File: config.mk
export PLATFORM = sky130hd
export DESIGN_NAME = switch_global_power_control
export DESIGN_NICKNAME = d
export VERILOG_FILES = /design/src/switch_global_power_control.v
export VERILOG_INCLUDE_DIRS = /design/src /design/src/src
export SDC_FILE = /design/constraint.sdc
export NUM_CORES = 1
export LEC_CHECK = 0
export ABC_CLOCK_PERIOD_IN_PS = 3800
export BUFFER_PORTS_ARGS = -buffer_cell sky130_fd_sc_hd__clkbuf_2
export CORE_UTILIZATION = 62
export DETAILED_ROUTE_END_ITERATION = 6
export PLACE_DENSITY = 0.95
export SLEW_MARGIN = 25
export SYNTH_ARGS = -nofsm -noshare
export SYNTH_HDL_FRONTEND = slang
export SYNTH_SLANG_ARGS = --single-unit
File: constraint.sdc
create_clock -name sys_clk -period 3.8 [get_ports sys_clk]
set_clock_uncertainty 0.2 [all_clocks]
set_input_delay 0.76 -clock sys_clk [delete_from_list [all_inputs] [get_ports sys_clk]]
set_output_delay 0.76 -clock sys_clk [all_outputs]
set_load 0.005 [all_outputs]
File: src/switch_global_power_control_regs.vh
// register offsets, field positions, reset values and timing counts for global/power control
`ifndef SWITCH_GLOBAL_POWER_CONTROL_REGS_VH
`define SWITCH_GLOBAL_POWER_CONTROL_REGS_VH
`define GIC_OFFSET        8'h0C
`define FTC_OFFSET        8'h0D
`define PMC_OFFSET        8'h0E
`define SDC_OFFSET        8'h0F
`define GIC_STRAP_BIT     6
`define GIC_CLKSEL_HI     5
`define GIC_CLKSEL_LO     4
`define GIC_PREAMBLE_BIT  2
`define GIC_TAILTAG_BIT   1
`define GIC_PASSFC_BIT    0
`define PMC_PLLPD_BIT     5
`define PMC_MODE_HI       4
`define PMC_MODE_LO       3
`define CLKSEL_RESET      2'h1
`define PREAMBLE_RESET    1'h1
`define TAILTAG_RESET     1'h0
`define PASSFC_RESET      1'h0
`define PLLPD_RESET       1'h0
`define MODE_NORMAL       2'h0
`define MODE_ENERGY       2'h1
`define MODE_SOFTDOWN     2'h2
`define MODE_SAVING       2'h3
`define SLEEP_RESET       8'h50
`define FACTORY_RESET     8'h00
`define SLEEP_UNIT_MS     20
`define CLK_MHZ           25
`define SLEEP_UNIT_CYCLES 20'h7A120 // one 20 ms unit counted in 25 MHz cycles
`endif

File: src/switch_global_power_control.v
// global control and power-management register group with sleep-delay timer
// Operation
// - the clock-mode status bit reads back the level of the clock-mode strap.
// - in normal mode the reduced-MII clock is taken from the external pin, not the PLL.
// - the two-bit clock select picks 41.67, 83.33 (reset) or 125 MHz; 11 is reserved.
// - preamble restore (reset 1) makes the fifth transceiver at 10 Mb/s regenerate preamble.
// - trailer-tag enable inserts one byte before the FCS on fifth-port frames only.
// - pass-flow-control 1 forwards flow-control frames, 0 filters them.
// - PLL power-down 0 keeps the PLL on, 1 powers it down during energy-detect sleep.
// - the power field selects normal, energy detection, soft power-down or power saving.
// - the power field reset value comes from a strap: low gives energy detect, high normal.
// - the sleep delay field resets to 80, a default of 1.6 seconds.
//
// Added by the designer: the address-and-strobe port.
`timescale 1ns/1ps
`default_nettype none
`include "switch_global_power_control_regs.vh"
module switch_global_power_control #(
   parameter [19:0] SLEEP_UNIT = `SLEEP_UNIT_CYCLES
) (
   input  wire       sys_clk,
   input  wire       rst,
   input  wire [7:0] regAddr,
   input  wire [7:0] regWrData,
   input  wire       regWrStb,
   input  wire       regRdStb,
   output reg  [7:0] regRdData,
   input  wire       rmiiClockStrapPin,
   input  wire       powerStateStrapPin,
   input  wire       energyDetected,
   output reg        rmiiClockMode,
   output reg  [1:0] interfaceClockSelect,
   output reg        preambleRestoreEnable,
   output reg        trailerTagEnable,
   output reg        passFlowControl,
   output reg  [1:0] powerMode,
   output reg        pllPowerDown,
   output reg        lowPowerState
);

   //----------------------------------------
   // local constants
   //----------------------------------------
   // one-hot codes of the sleep-delay timer
   localparam [2:0]  ST_AWAKE  = 3'h1;
   localparam [2:0]  ST_QUIET  = 3'h2;
   localparam [2:0]  ST_ASLEEP = 3'h4;
   // last count of one sleep unit
   localparam [19:0] UNIT_LAST = SLEEP_UNIT - 20'h00001;

   //----------------------------------------
   // helper functions
   //----------------------------------------
   // address match shared by the write decode
   function addrHit;
      input [7:0] addr;
      input [7:0] offset;
      begin
         addrHit = (addr == offset);
      end
   endfunction

   // power field value selected by the power-state strap
   function [1:0] strapPowerMode;
      input strapLevel;
      begin
         strapPowerMode = strapLevel ? `MODE_NORMAL : `MODE_ENERGY;
      end
   endfunction

   // read image of the interface control byte, unused bits held at zero
   function [7:0] packGic;
      input       strap;
      input [1:0] clkSel;
      input       preamble;
      input       tailTag;
      input       passFc;
      begin
         packGic                                = 8'h00;
         packGic[`GIC_STRAP_BIT]                = strap;
         packGic[`GIC_CLKSEL_HI:`GIC_CLKSEL_LO] = clkSel;
         packGic[`GIC_PREAMBLE_BIT]             = preamble;
         packGic[`GIC_TAILTAG_BIT]              = tailTag;
         packGic[`GIC_PASSFC_BIT]               = passFc;
      end
   endfunction

   // read image of the power control byte, reserved bits held at zero
   function [7:0] packPmc;
      input       pllEn;
      input [1:0] mode;
      begin
         packPmc                            = 8'h00;
         packPmc[`PMC_PLLPD_BIT]            = pllEn;
         packPmc[`PMC_MODE_HI:`PMC_MODE_LO] = mode;
      end
   endfunction

   //----------------------------------------
   // storage and next values
   //----------------------------------------
   reg         strapLoad_r;
   reg         rmiiClockMode_nxt;
   reg  [1:0]  clkSel_nxt;
   reg         preamble_nxt;
   reg         tailTag_nxt;
   reg         passFc_nxt;
   reg  [1:0]  powerMode_nxt;
   reg         pllPdEn_r;
   reg         pllPdEn_nxt;
   reg  [7:0]  sleepDelay_r;
   reg  [7:0]  sleepDelay_nxt;
   reg  [2:0]  state_r;
   reg  [2:0]  state_nxt;
   reg  [19:0] unitCnt_r;
   reg  [19:0] unitCnt_nxt;
   reg  [7:0]  unitsIdle_r;
   reg  [7:0]  unitsIdle_nxt;
   reg         lowPowerState_nxt;
   reg         pllPowerDown_nxt;
   reg  [7:0]  regRdData_nxt;
   wire        wrGic;
   wire        wrPmc;
   wire        wrSdc;
   wire        quietLine;

   //----------------------------------------
   // write decode
   //----------------------------------------
   // a strobe to an unmapped address decodes to nothing and is dropped
   assign wrGic = regWrStb && addrHit(regAddr, `GIC_OFFSET);
   assign wrPmc = regWrStb && addrHit(regAddr, `PMC_OFFSET);
   assign wrSdc = regWrStb && addrHit(regAddr, `SDC_OFFSET);
   // the line counts as quiet only while energy-detect mode is selected
   assign quietLine = !energyDetected && (powerMode == `MODE_ENERGY);

   //----------------------------------------
   // strap capture
   //----------------------------------------
   // straps caught on the first edge after reset release, never inside reset
   always @(posedge sys_clk or posedge rst) begin
      if (rst) begin
         strapLoad_r <= 1'h1;
      end else begin
         strapLoad_r <= 1'h0;
      end
   end

   //----------------------------------------
   // global interface control
   //----------------------------------------
   // the strap status bit has no write path, so a host write cannot move the mode
   always @* begin
      rmiiClockMode_nxt = rmiiClockMode;
      clkSel_nxt        = interfaceClockSelect;
      preamble_nxt      = preambleRestoreEnable;
      tailTag_nxt       = trailerTagEnable;
      passFc_nxt        = passFlowControl;
      if (strapLoad_r) begin
         rmiiClockMode_nxt = rmiiClockStrapPin;
      end
      if (wrGic) begin
         // code 11 is stored as written; the clock tree treats it as reserved
         clkSel_nxt   = regWrData[`GIC_CLKSEL_HI:`GIC_CLKSEL_LO];
         preamble_nxt = regWrData[`GIC_PREAMBLE_BIT];
         tailTag_nxt  = regWrData[`GIC_TAILTAG_BIT];
         passFc_nxt   = regWrData[`GIC_PASSFC_BIT];
      end
   end

   // clock mode starts at the pull-up default until the strap is seen
   always @(posedge sys_clk or posedge rst) begin
      if (rst) begin
         rmiiClockMode         <= 1'h1;
         interfaceClockSelect  <= `CLKSEL_RESET;
         preambleRestoreEnable <= `PREAMBLE_RESET;
         trailerTagEnable      <= `TAILTAG_RESET;
         passFlowControl       <= `PASSFC_RESET;
      end else begin
         rmiiClockMode         <= rmiiClockMode_nxt;
         interfaceClockSelect  <= clkSel_nxt;
         preambleRestoreEnable <= preamble_nxt;
         trailerTagEnable      <= tailTag_nxt;
         passFlowControl       <= passFc_nxt;
      end
   end

   //----------------------------------------
   // power management control
   //----------------------------------------
   // a host write on the strap edge loses its mode field to the strap value
   always @* begin
      powerMode_nxt = powerMode;
      pllPdEn_nxt   = pllPdEn_r;
      if (strapLoad_r) begin
         powerMode_nxt = strapPowerMode(powerStateStrapPin);
      end else if (wrPmc) begin
         // soft power-down is not guarded against a read back, software must avoid it
         powerMode_nxt = regWrData[`PMC_MODE_HI:`PMC_MODE_LO];
      end
      if (wrPmc) begin
         pllPdEn_nxt = regWrData[`PMC_PLLPD_BIT];
      end
   end

   // power field and pll enable registers
   always @(posedge sys_clk or posedge rst) begin
      if (rst) begin
         powerMode <= `MODE_NORMAL;
         pllPdEn_r <= `PLLPD_RESET;
      end else begin
         powerMode <= powerMode_nxt;
         pllPdEn_r <= pllPdEn_nxt;
      end
   end

   //----------------------------------------
   // sleep delay control
   //----------------------------------------
   // a new delay acts on the running count, no restart needed
   always @* begin
      sleepDelay_nxt = sleepDelay_r;
      if (wrSdc) begin
         sleepDelay_nxt = regWrData;
      end
   end

   // sleep delay register
   always @(posedge sys_clk or posedge rst) begin
      if (rst) begin
         sleepDelay_r <= `SLEEP_RESET;
      end else begin
         sleepDelay_r <= sleepDelay_nxt;
      end
   end

   //----------------------------------------
   // sleep-delay timer
   //----------------------------------------
   // any energy or leaving energy mode drops back to awake and restarts the count
   always @* begin
      state_nxt         = state_r;
      unitCnt_nxt       = unitCnt_r;
      unitsIdle_nxt     = unitsIdle_r;
      lowPowerState_nxt = 1'h0;
      case (state_r)
         ST_AWAKE: begin
            unitCnt_nxt   = 20'h00000;
            unitsIdle_nxt = 8'h00;
            if (quietLine) begin
               state_nxt = ST_QUIET;
            end
         end
         ST_QUIET: begin
            if (!quietLine) begin
               state_nxt = ST_AWAKE;
            end else if (unitsIdle_r >= sleepDelay_r) begin
               state_nxt         = ST_ASLEEP;
               lowPowerState_nxt = 1'h1;
            end else if (unitCnt_r == UNIT_LAST) begin
               unitCnt_nxt   = 20'h00000;
               unitsIdle_nxt = unitsIdle_r + 8'h01;
            end else begin
               unitCnt_nxt = unitCnt_r + 20'h00001;
            end
         end
         ST_ASLEEP: begin
            if (!quietLine) begin
               state_nxt = ST_AWAKE;
            end else begin
               lowPowerState_nxt = 1'h1;
            end
         end
         default: begin
            state_nxt = ST_AWAKE;
         end
      endcase
      // pll only drops while asleep and only when software allowed it
      pllPowerDown_nxt = pllPdEn_r && lowPowerState;
   end

   // timer state and the two power outputs
   always @(posedge sys_clk or posedge rst) begin
      if (rst) begin
         state_r       <= ST_AWAKE;
         unitCnt_r     <= 20'h00000;
         unitsIdle_r   <= 8'h00;
         lowPowerState <= 1'h0;
         pllPowerDown  <= 1'h0;
      end else begin
         state_r       <= state_nxt;
         unitCnt_r     <= unitCnt_nxt;
         unitsIdle_r   <= unitsIdle_nxt;
         lowPowerState <= lowPowerState_nxt;
         pllPowerDown  <= pllPowerDown_nxt;
      end
   end

   //----------------------------------------
   // read port
   //----------------------------------------
   // reserved and factory bits are wired to zero, so writes there cannot stick
   always @* begin
      regRdData_nxt = 8'h00;
      if (regRdStb) begin
         case (regAddr)
            `GIC_OFFSET: regRdData_nxt = packGic(rmiiClockMode, interfaceClockSelect,
                                                 preambleRestoreEnable, trailerTagEnable,
                                                 passFlowControl);
            `FTC_OFFSET: regRdData_nxt = `FACTORY_RESET;
            `PMC_OFFSET: regRdData_nxt = packPmc(pllPdEn_r, powerMode);
            `SDC_OFFSET: regRdData_nxt = sleepDelay_r;
            default:     regRdData_nxt = 8'h00;
         endcase
      end
   end

   // read data stands in the cycle after each strobe cycle, zero otherwise
   always @(posedge sys_clk or posedge rst) begin
      if (rst) begin
         regRdData <= 8'h00;
      end else begin
         regRdData <= regRdData_nxt;
      end
   end

endmodule // switch_global_power_control
`default_nettype wire

======== Yosys cells after proc, flatten, opt, wreduce, memory -nomap -nowiden ========
Cells that the tools add are included.
storage, ports and cells
  output and inout port bits .............. 18
  bits in read-only memories .............. 0
  memories kept ........................... 0
  RAM bits ................................ 0
  register bits ........................... 59
  input bits .............................. 23
  bits in latches ......................... 0
  logic and storage cells ................. 65
cells by class
  reduce and logical (&&, ||, !) cells .... 11
  div/mod/pow operators ................... 0
  muxes and demuxes ....................... 22
  multipliers ............................. 0
  bitwise operators ....................... 0
  equality and inequality tests ........... 14
  magnitude comparators ................... 1
  add/subtract/negate cells ............... 2
  shifts and indexed selects .............. 0
operators with widths
  operator                 count
  $mux W20                 3
  $pmux W20 S2             1
  $mux W8                  4
  $eq A8 B4 Y1 const B     3
  $pmux W8 S3              1
  $add A20 B1 Y20 const B  1
  $eq A20 B19 Y1 const B   1
  $pmux W8 S2              1
  $mux W3                  4
  $ne A2 B2 Y1 const B     5
  $pmux W3 S3              1
  $add A8 B1 Y8 const B    1
  $ge A8 B8 Y1             1
  $reduce_and A3 Y1        2
  $logic_and A1 B1 Y1      5
  $mux W1                  4
  $mux W2                  2
  $reduce_and A4 Y1        1
  $reduce_bool A2 Y1       2
  $eq A3 B1 Y1 const B     1
  $eq A3 B2 Y1 const B     1
  $eq A3 B3 Y1 const B     1
  $ne A3 B3 Y1 const B     1
  $eq A2 B1 Y1 const B     1
  2 further kinds          2

======== Logic depth before layout (Yosys ltp) ========
  word-level depth ........................ 5
  gate-level depth with buffers ........... 9

======== Worst setup path after synthesis ========
No wires, ideal clock.
  kind .................................... input-to-reg
  start point ............................. input energyDetected
  end point ............................... register unitCnt_r[11]
  buffers on the path ..................... 1
  library setup time ...................... 0.073 ns
  data arrival time ....................... 2.406 ns
  stages on the path ...................... 7
  required time ........................... 3.527 ns
  path slack .............................. 1.121 ns
  cell sequence ........................... or3b_2 -> clkbuf_1 -> or2_4 -> o21ai_4 -> o21ai_2 -> or4_4 -> a21oi_2
between the ends
  cells in the longest elaborated chain, start to end .. 4
ends and longest elaborated chain
  element                             line                               text
  start: declaration                  switch_global_power_control.v:30   input wire energyDetected,
  $logic_not A1 Y1                    switch_global_power_control.v:135  assign quietLine = !energyDetected && (powerMode == `MODE_ENERGY);
  $logic_and A1 B1 Y1                 switch_global_power_control.v:135
  $ne A2 B2 Y1 (no source line)       n/a
  $reduce_and A3 Y1 (no source line)  n/a
  end signal: assignment              switch_global_power_control.v:292  unitCnt_r <= unitCnt_nxt;
  end: declaration                    switch_global_power_control.v:115  reg [19:0] unitCnt_r;
No other way between the ends.
A chain may end at the register's enable or synchronous reset.

======== Worst setup path in the final report ========
  start point ............................. register unitsIdle_r[0]
  end point ............................... register unitCnt_r[11]
between the ends
  cells in the longest elaborated chain, start to end .. 3
ends and longest elaborated chain
  element                             line                               text
  start: declaration                  switch_global_power_control.v:117  reg [7:0] unitsIdle_r;
  start signal: assignment            switch_global_power_control.v:293  unitsIdle_r <= unitsIdle_nxt;
  $ge A8 B8 Y1                        switch_global_power_control.v:257  end else if (unitsIdle_r >= sleepDelay_r) begin
  $ne A2 B2 Y1 (no source line)       n/a
  $reduce_and A3 Y1 (no source line)  n/a
No other way between the ends.

==> impl_metrics.sql <==
INSERT INTO impl_metrics (metric_group, metric, value, unit) VALUES
('critical_path', 'critical_path_required', '3.88', 'ns'),
('critical_path', 'crit_path_kind', 'flop to flop', ''),
('timing', 'worst-slew-pin-transition', '0.6675', 'ns'),
('timing', 'relSlewSlack', '0.5530', ''),
('logic_synthesis', 'synth_top_area_share', '0.4250', ''),
('worst_hold_path', 'timing.hold.worst.class', 'primary input to async pin', ''),
('power_and_ir_drop', 'power.combinational.fraction', '0.108', ''),
('routing', 'route.final.wire_length', '6.858', 'mm'),
('floorplanning', 'io_pins', '41', ''),
('job', 'max_cap_viol_count', '0', ''),
('routing', 'antenna_violating_nets_post_route', '0', ''),
('floorplanning', 'effective_utilization_at_floorplan', '0.6482', ''),
('cts', 'h-tree-depth', '3', ''),
('global_routing', 'grt_pass1_wl', '11.54', 'mm'),
('power_and_ir_drop', 'total_switching_power', '365.3', 'uW'),
('global_routing', 'grt_usage', '0.2958', ''),
('power_and_ir_drop', 'powerDensity', '391.9', 'mW/mm2'),
('timing', 'tns', '0', 'ns'),
('floorplanning', 'die-width', '72.27', 'um'),
('finish', 'layout-drive-gt1-share', '0.2636', ''),
('global_routing', 'pin_count_of_the_biggest_net_entering_global_routing', '42', ''),
('cts', 'cts-root-to-sink-buffers', '2', ''),
('placed_design', 'portBuffers', '40', ''),
('logic_synthesis', 'avgSynthCellArea', '10.21', 'um2'),
('logic_synthesis', 'synth_flop_cell', 'sky130_fd_sc_hd__dfrtp_1', ''),
('critical_path', 'cpMostUsedCell', 'sky130_fd_sc_hd__a21oi_2', ''),
('global_routing', 'initial_antenna_violation_count', '0', ''),
('routing', 'wire_per_inst', '16.49', 'um'),
('placed_design', 'post-dp-hpwl', '4.759', 'mm'),
('logic_synthesis', 'synthTopCellsByArea', 'sky130_fd_sc_hd__dfrtp_1 (43%), sky130_fd_sc_hd__mux2_2 (6.3%), sky130_fd_sc_hd__dfstp_2 (6.0%)', ''),
('routing', 'vias_per_cell', '6.014', ''),
('cts', 'cts.reportedPaths.clkPinSlew', '0.07', 'ns'),
('floorplanning', 'num_rows', '25', ''),
('power_and_ir_drop', 'internal-power', '1013', 'uW'),
('critical_path', 'cpMaxStageDelayCell', 'sky130_fd_sc_hd__or4_4', ''),
('cts', 'cts_tree', 'yes', ''),
('logic_synthesis', 'ys_ff_latch', '59', ''),
('finish', 'postLayoutCellArea', '0.003516', 'mm2'),
('power_and_ir_drop', 'p_leak', '0.001608', 'uW'),
('logic_synthesis', 'synthesis.area', '0.003062', 'mm2'),
('placed_design', 'place.gp.congestion', '0.9532', ''),
('cts', 'cts-buffers-inserted', '9', ''),
('routing', 'num_vias', '2502', ''),
('logic_synthesis', 'synth-edff-count', '0', ''),
('finish', 'area_delta_synth_final', '14.83', '%'),
('finish', 'fin_nets', '377', ''),
('logic_synthesis', 'cell_taking_the_most_area_after_synthesis', 'sky130_fd_sc_hd__dfrtp_1', ''),
('routing', 'number_of_drc_markers_in_iteration_0', '237', ''),
('critical_path', 'crit_chain', 'inv_1, ha_1, nand2b_1, a2111o_1, a21oi_2, o21ai_2, or4_4, a21oi_2', ''),
('power_and_ir_drop', 'switching_share', '0.2651', ''),
('critical_path', 'setup.worst_path.start_class', 'flop', ''),
('finish', 'layout_commonest_cell', 'sky130_fd_sc_hd__dfrtp_1', ''),
('cts', 'clock_insertion_delay_worst_skew', '0.35', 'ns'),
('logic_synthesis', 'yosysSeqAreaShare', '0.4851', ''),
('critical_path', 'worst_path_largest_cell_delay', '0.56', 'ns'),
('logic_synthesis', 'synth.lib_cells_used.distinct', '46', ''),
('global_routing', 'gr-total-overflow', '0', ''),
('finish', 'antennaDiodeCount', '0', ''),
('timing', 'hold_viol', '0', ''),
('finish', 'mostFrequentLayoutCells', 'sky130_fd_sc_hd__dfrtp_1 (52), sky130_fd_sc_hd__nor2_1 (40), sky130_fd_sc_hd__clkbuf_2 (40)', ''),
('power_and_ir_drop', 'power_frac_seq', '0.479', ''),
('floorplanning', 'dieArea', '0.005223', 'mm2'),
('timing', 'timing.fmax', '329.0', 'MHz'),
('placed_design', 'instance_area_after_placement', '0.003322', 'mm2'),
('logic_synthesis', 'post_synthesis_cells', '300', ''),
('power_and_ir_drop', 'clock_power_share', '0.413', ''),
('run_status', 'status', 'finished, final reports clean', ''),
('timing', 'post-route-period-util', '0.7999', ''),
('power_and_ir_drop', 'ir_drop', '0.2794', 'mV'),
('cts', 'clock-sinks', '59', ''),
('logic_synthesis', 'synth.yosys.warnings', '0', '');
## cells by family (layout without fill, tap and decap cells)
| logic type | after synthesis | in the layout | synth area share |
|---|---|---|---|
| adder cells (fa/ha/maj) | 10 | 10 | 0.04087 |
| other | 1 | 1 | 0.001225 |
| multiplexers | 21 | 21 | 0.07560 |
| buffers and inverters | 24 | 73 | 0.03351 |
| AND/OR/NAND/NOR | 108 | 108 | 0.1823 |
| flip-flops | 59 | 59 | 0.4851 |
| AO/OA/AOI/OAI | 61 | 61 | 0.1357 |
| XOR/XNOR | 16 | 16 | 0.04577 |
## synthesized netlist by cell type, types with 5 or more instances
| library cell | count |
|---|---|
| sky130_fd_sc_hd__and2_1 | 5 |
| sky130_fd_sc_hd__inv_1 | 13 |
| sky130_fd_sc_hd__dfstp_2 | 7 |
| sky130_fd_sc_hd__dfrtp_1 | 52 |
| sky130_fd_sc_hd__o21ai_0 | 20 |
| sky130_fd_sc_hd__a21oi_1 | 8 |
| sky130_fd_sc_hd__and3_1 | 7 |
| sky130_fd_sc_hd__o2111ai_1 | 10 |
| sky130_fd_sc_hd__nand3_1 | 10 |
| sky130_fd_sc_hd__mux2_2 | 17 |
| sky130_fd_sc_hd__clkbuf_1 | 6 |
| sky130_fd_sc_hd__ha_1 | 10 |
| sky130_fd_sc_hd__nand2_1 | 16 |
| sky130_fd_sc_hd__o31ai_1 | 5 |
| sky130_fd_sc_hd__xor2_1 | 16 |
| sky130_fd_sc_hd__nor2_1 | 40 |
## worst max-delay path, delay by kind of cell (launching register included)
kind	cells	cell delay, ns
fa+ha+maj	1	0.27
flops	1	0.42
buf+inv	1	0.06
compound gates	4	1.29
simple gates	2	0.73
## metal layers
metal / track usage / part of all wire
met1: 0.3748 / 0.43
met2: 0.4600 / 0.49
met3: 0.07639 / 0.045
met4: 0.1765 / 0.036
met5: 0 / 0
## power groups by stage
stage | Combinational [uW] | Sequential, uW | Clock [uW]
3_3_place_gp | 141 | 670 | 0
4_1_cts | 148 | 660 | 574
3_5_place_dp | 147 | 672 | 0
5_1_grt | 165 | 662 | 598
6_report | 149 | 661 | 569
2_1_floorplan | 103 | 665 | 0
## flip-flops by register name, summed over array words and instances, names as in the netlist
signal and flops:
lowPowerState 1, pllPdEn_r 1, passFlowControl 1, state_r 3, sleepDelay_r 8, interfaceClockSelect 2
rmiiClockMode 1, powerMode 2, preambleRestoreEnable 1, regRdData 8, pllPowerDown 1, strapLoad_r 1
trailerTagEnable 1, unitsIdle_r 8, unitCnt_r 20
## through the flow
| stage | setup slack (ns) | instances | hold slack, ns | total power, uW |
|---|---|---|---|---|
| 4_1_cts | 0.7891 | 416 | 0.1806 | 1383 |
| 2_1_floorplan | 1.121 | 300 | 0.2488 | 768.3 |
| 6_report | 0.7604 | 416 | 0.1786 | 1378 |
| 5_1_grt | 0.6054 | 416 | 0.2042 | 1425 |
| 3_5_place_dp | 0.8736 | 400 | 0.2789 | 818.4 |
| 3_3_place_gp | 0.9439 | 400 | 0.2777 | 810.9 |
## worst paths after layout
check	from	to	slack, ns	cells after the start
max	unitsIdle_r[0]	unitCnt_r[11]	0.76	8
min	rst	unitCnt_r[11]	0.18	2
max reg2reg	unitsIdle_r[0]	unitCnt_r[11]	0.76	8
min reg2reg	lowPowerState	pllPowerDown	0.29	1
max in group asynchronous	rst	sleepDelay_r[6]	2.38	3
min in group sys_clk	lowPowerState	pllPowerDown	0.29	1
## cell type report
type	instances	area, um2
Timing Repair Buffer	44	230.2
Tap cell	67	83.83
Inverter	13	48.80
Clock inverter	5	52.55
Sequential cell	59	1485
Fill cell	300	1207
Multi-Input combinational cell	217	1474
Clock buffer	11	141.4
(Power assumes the default switching activity.)
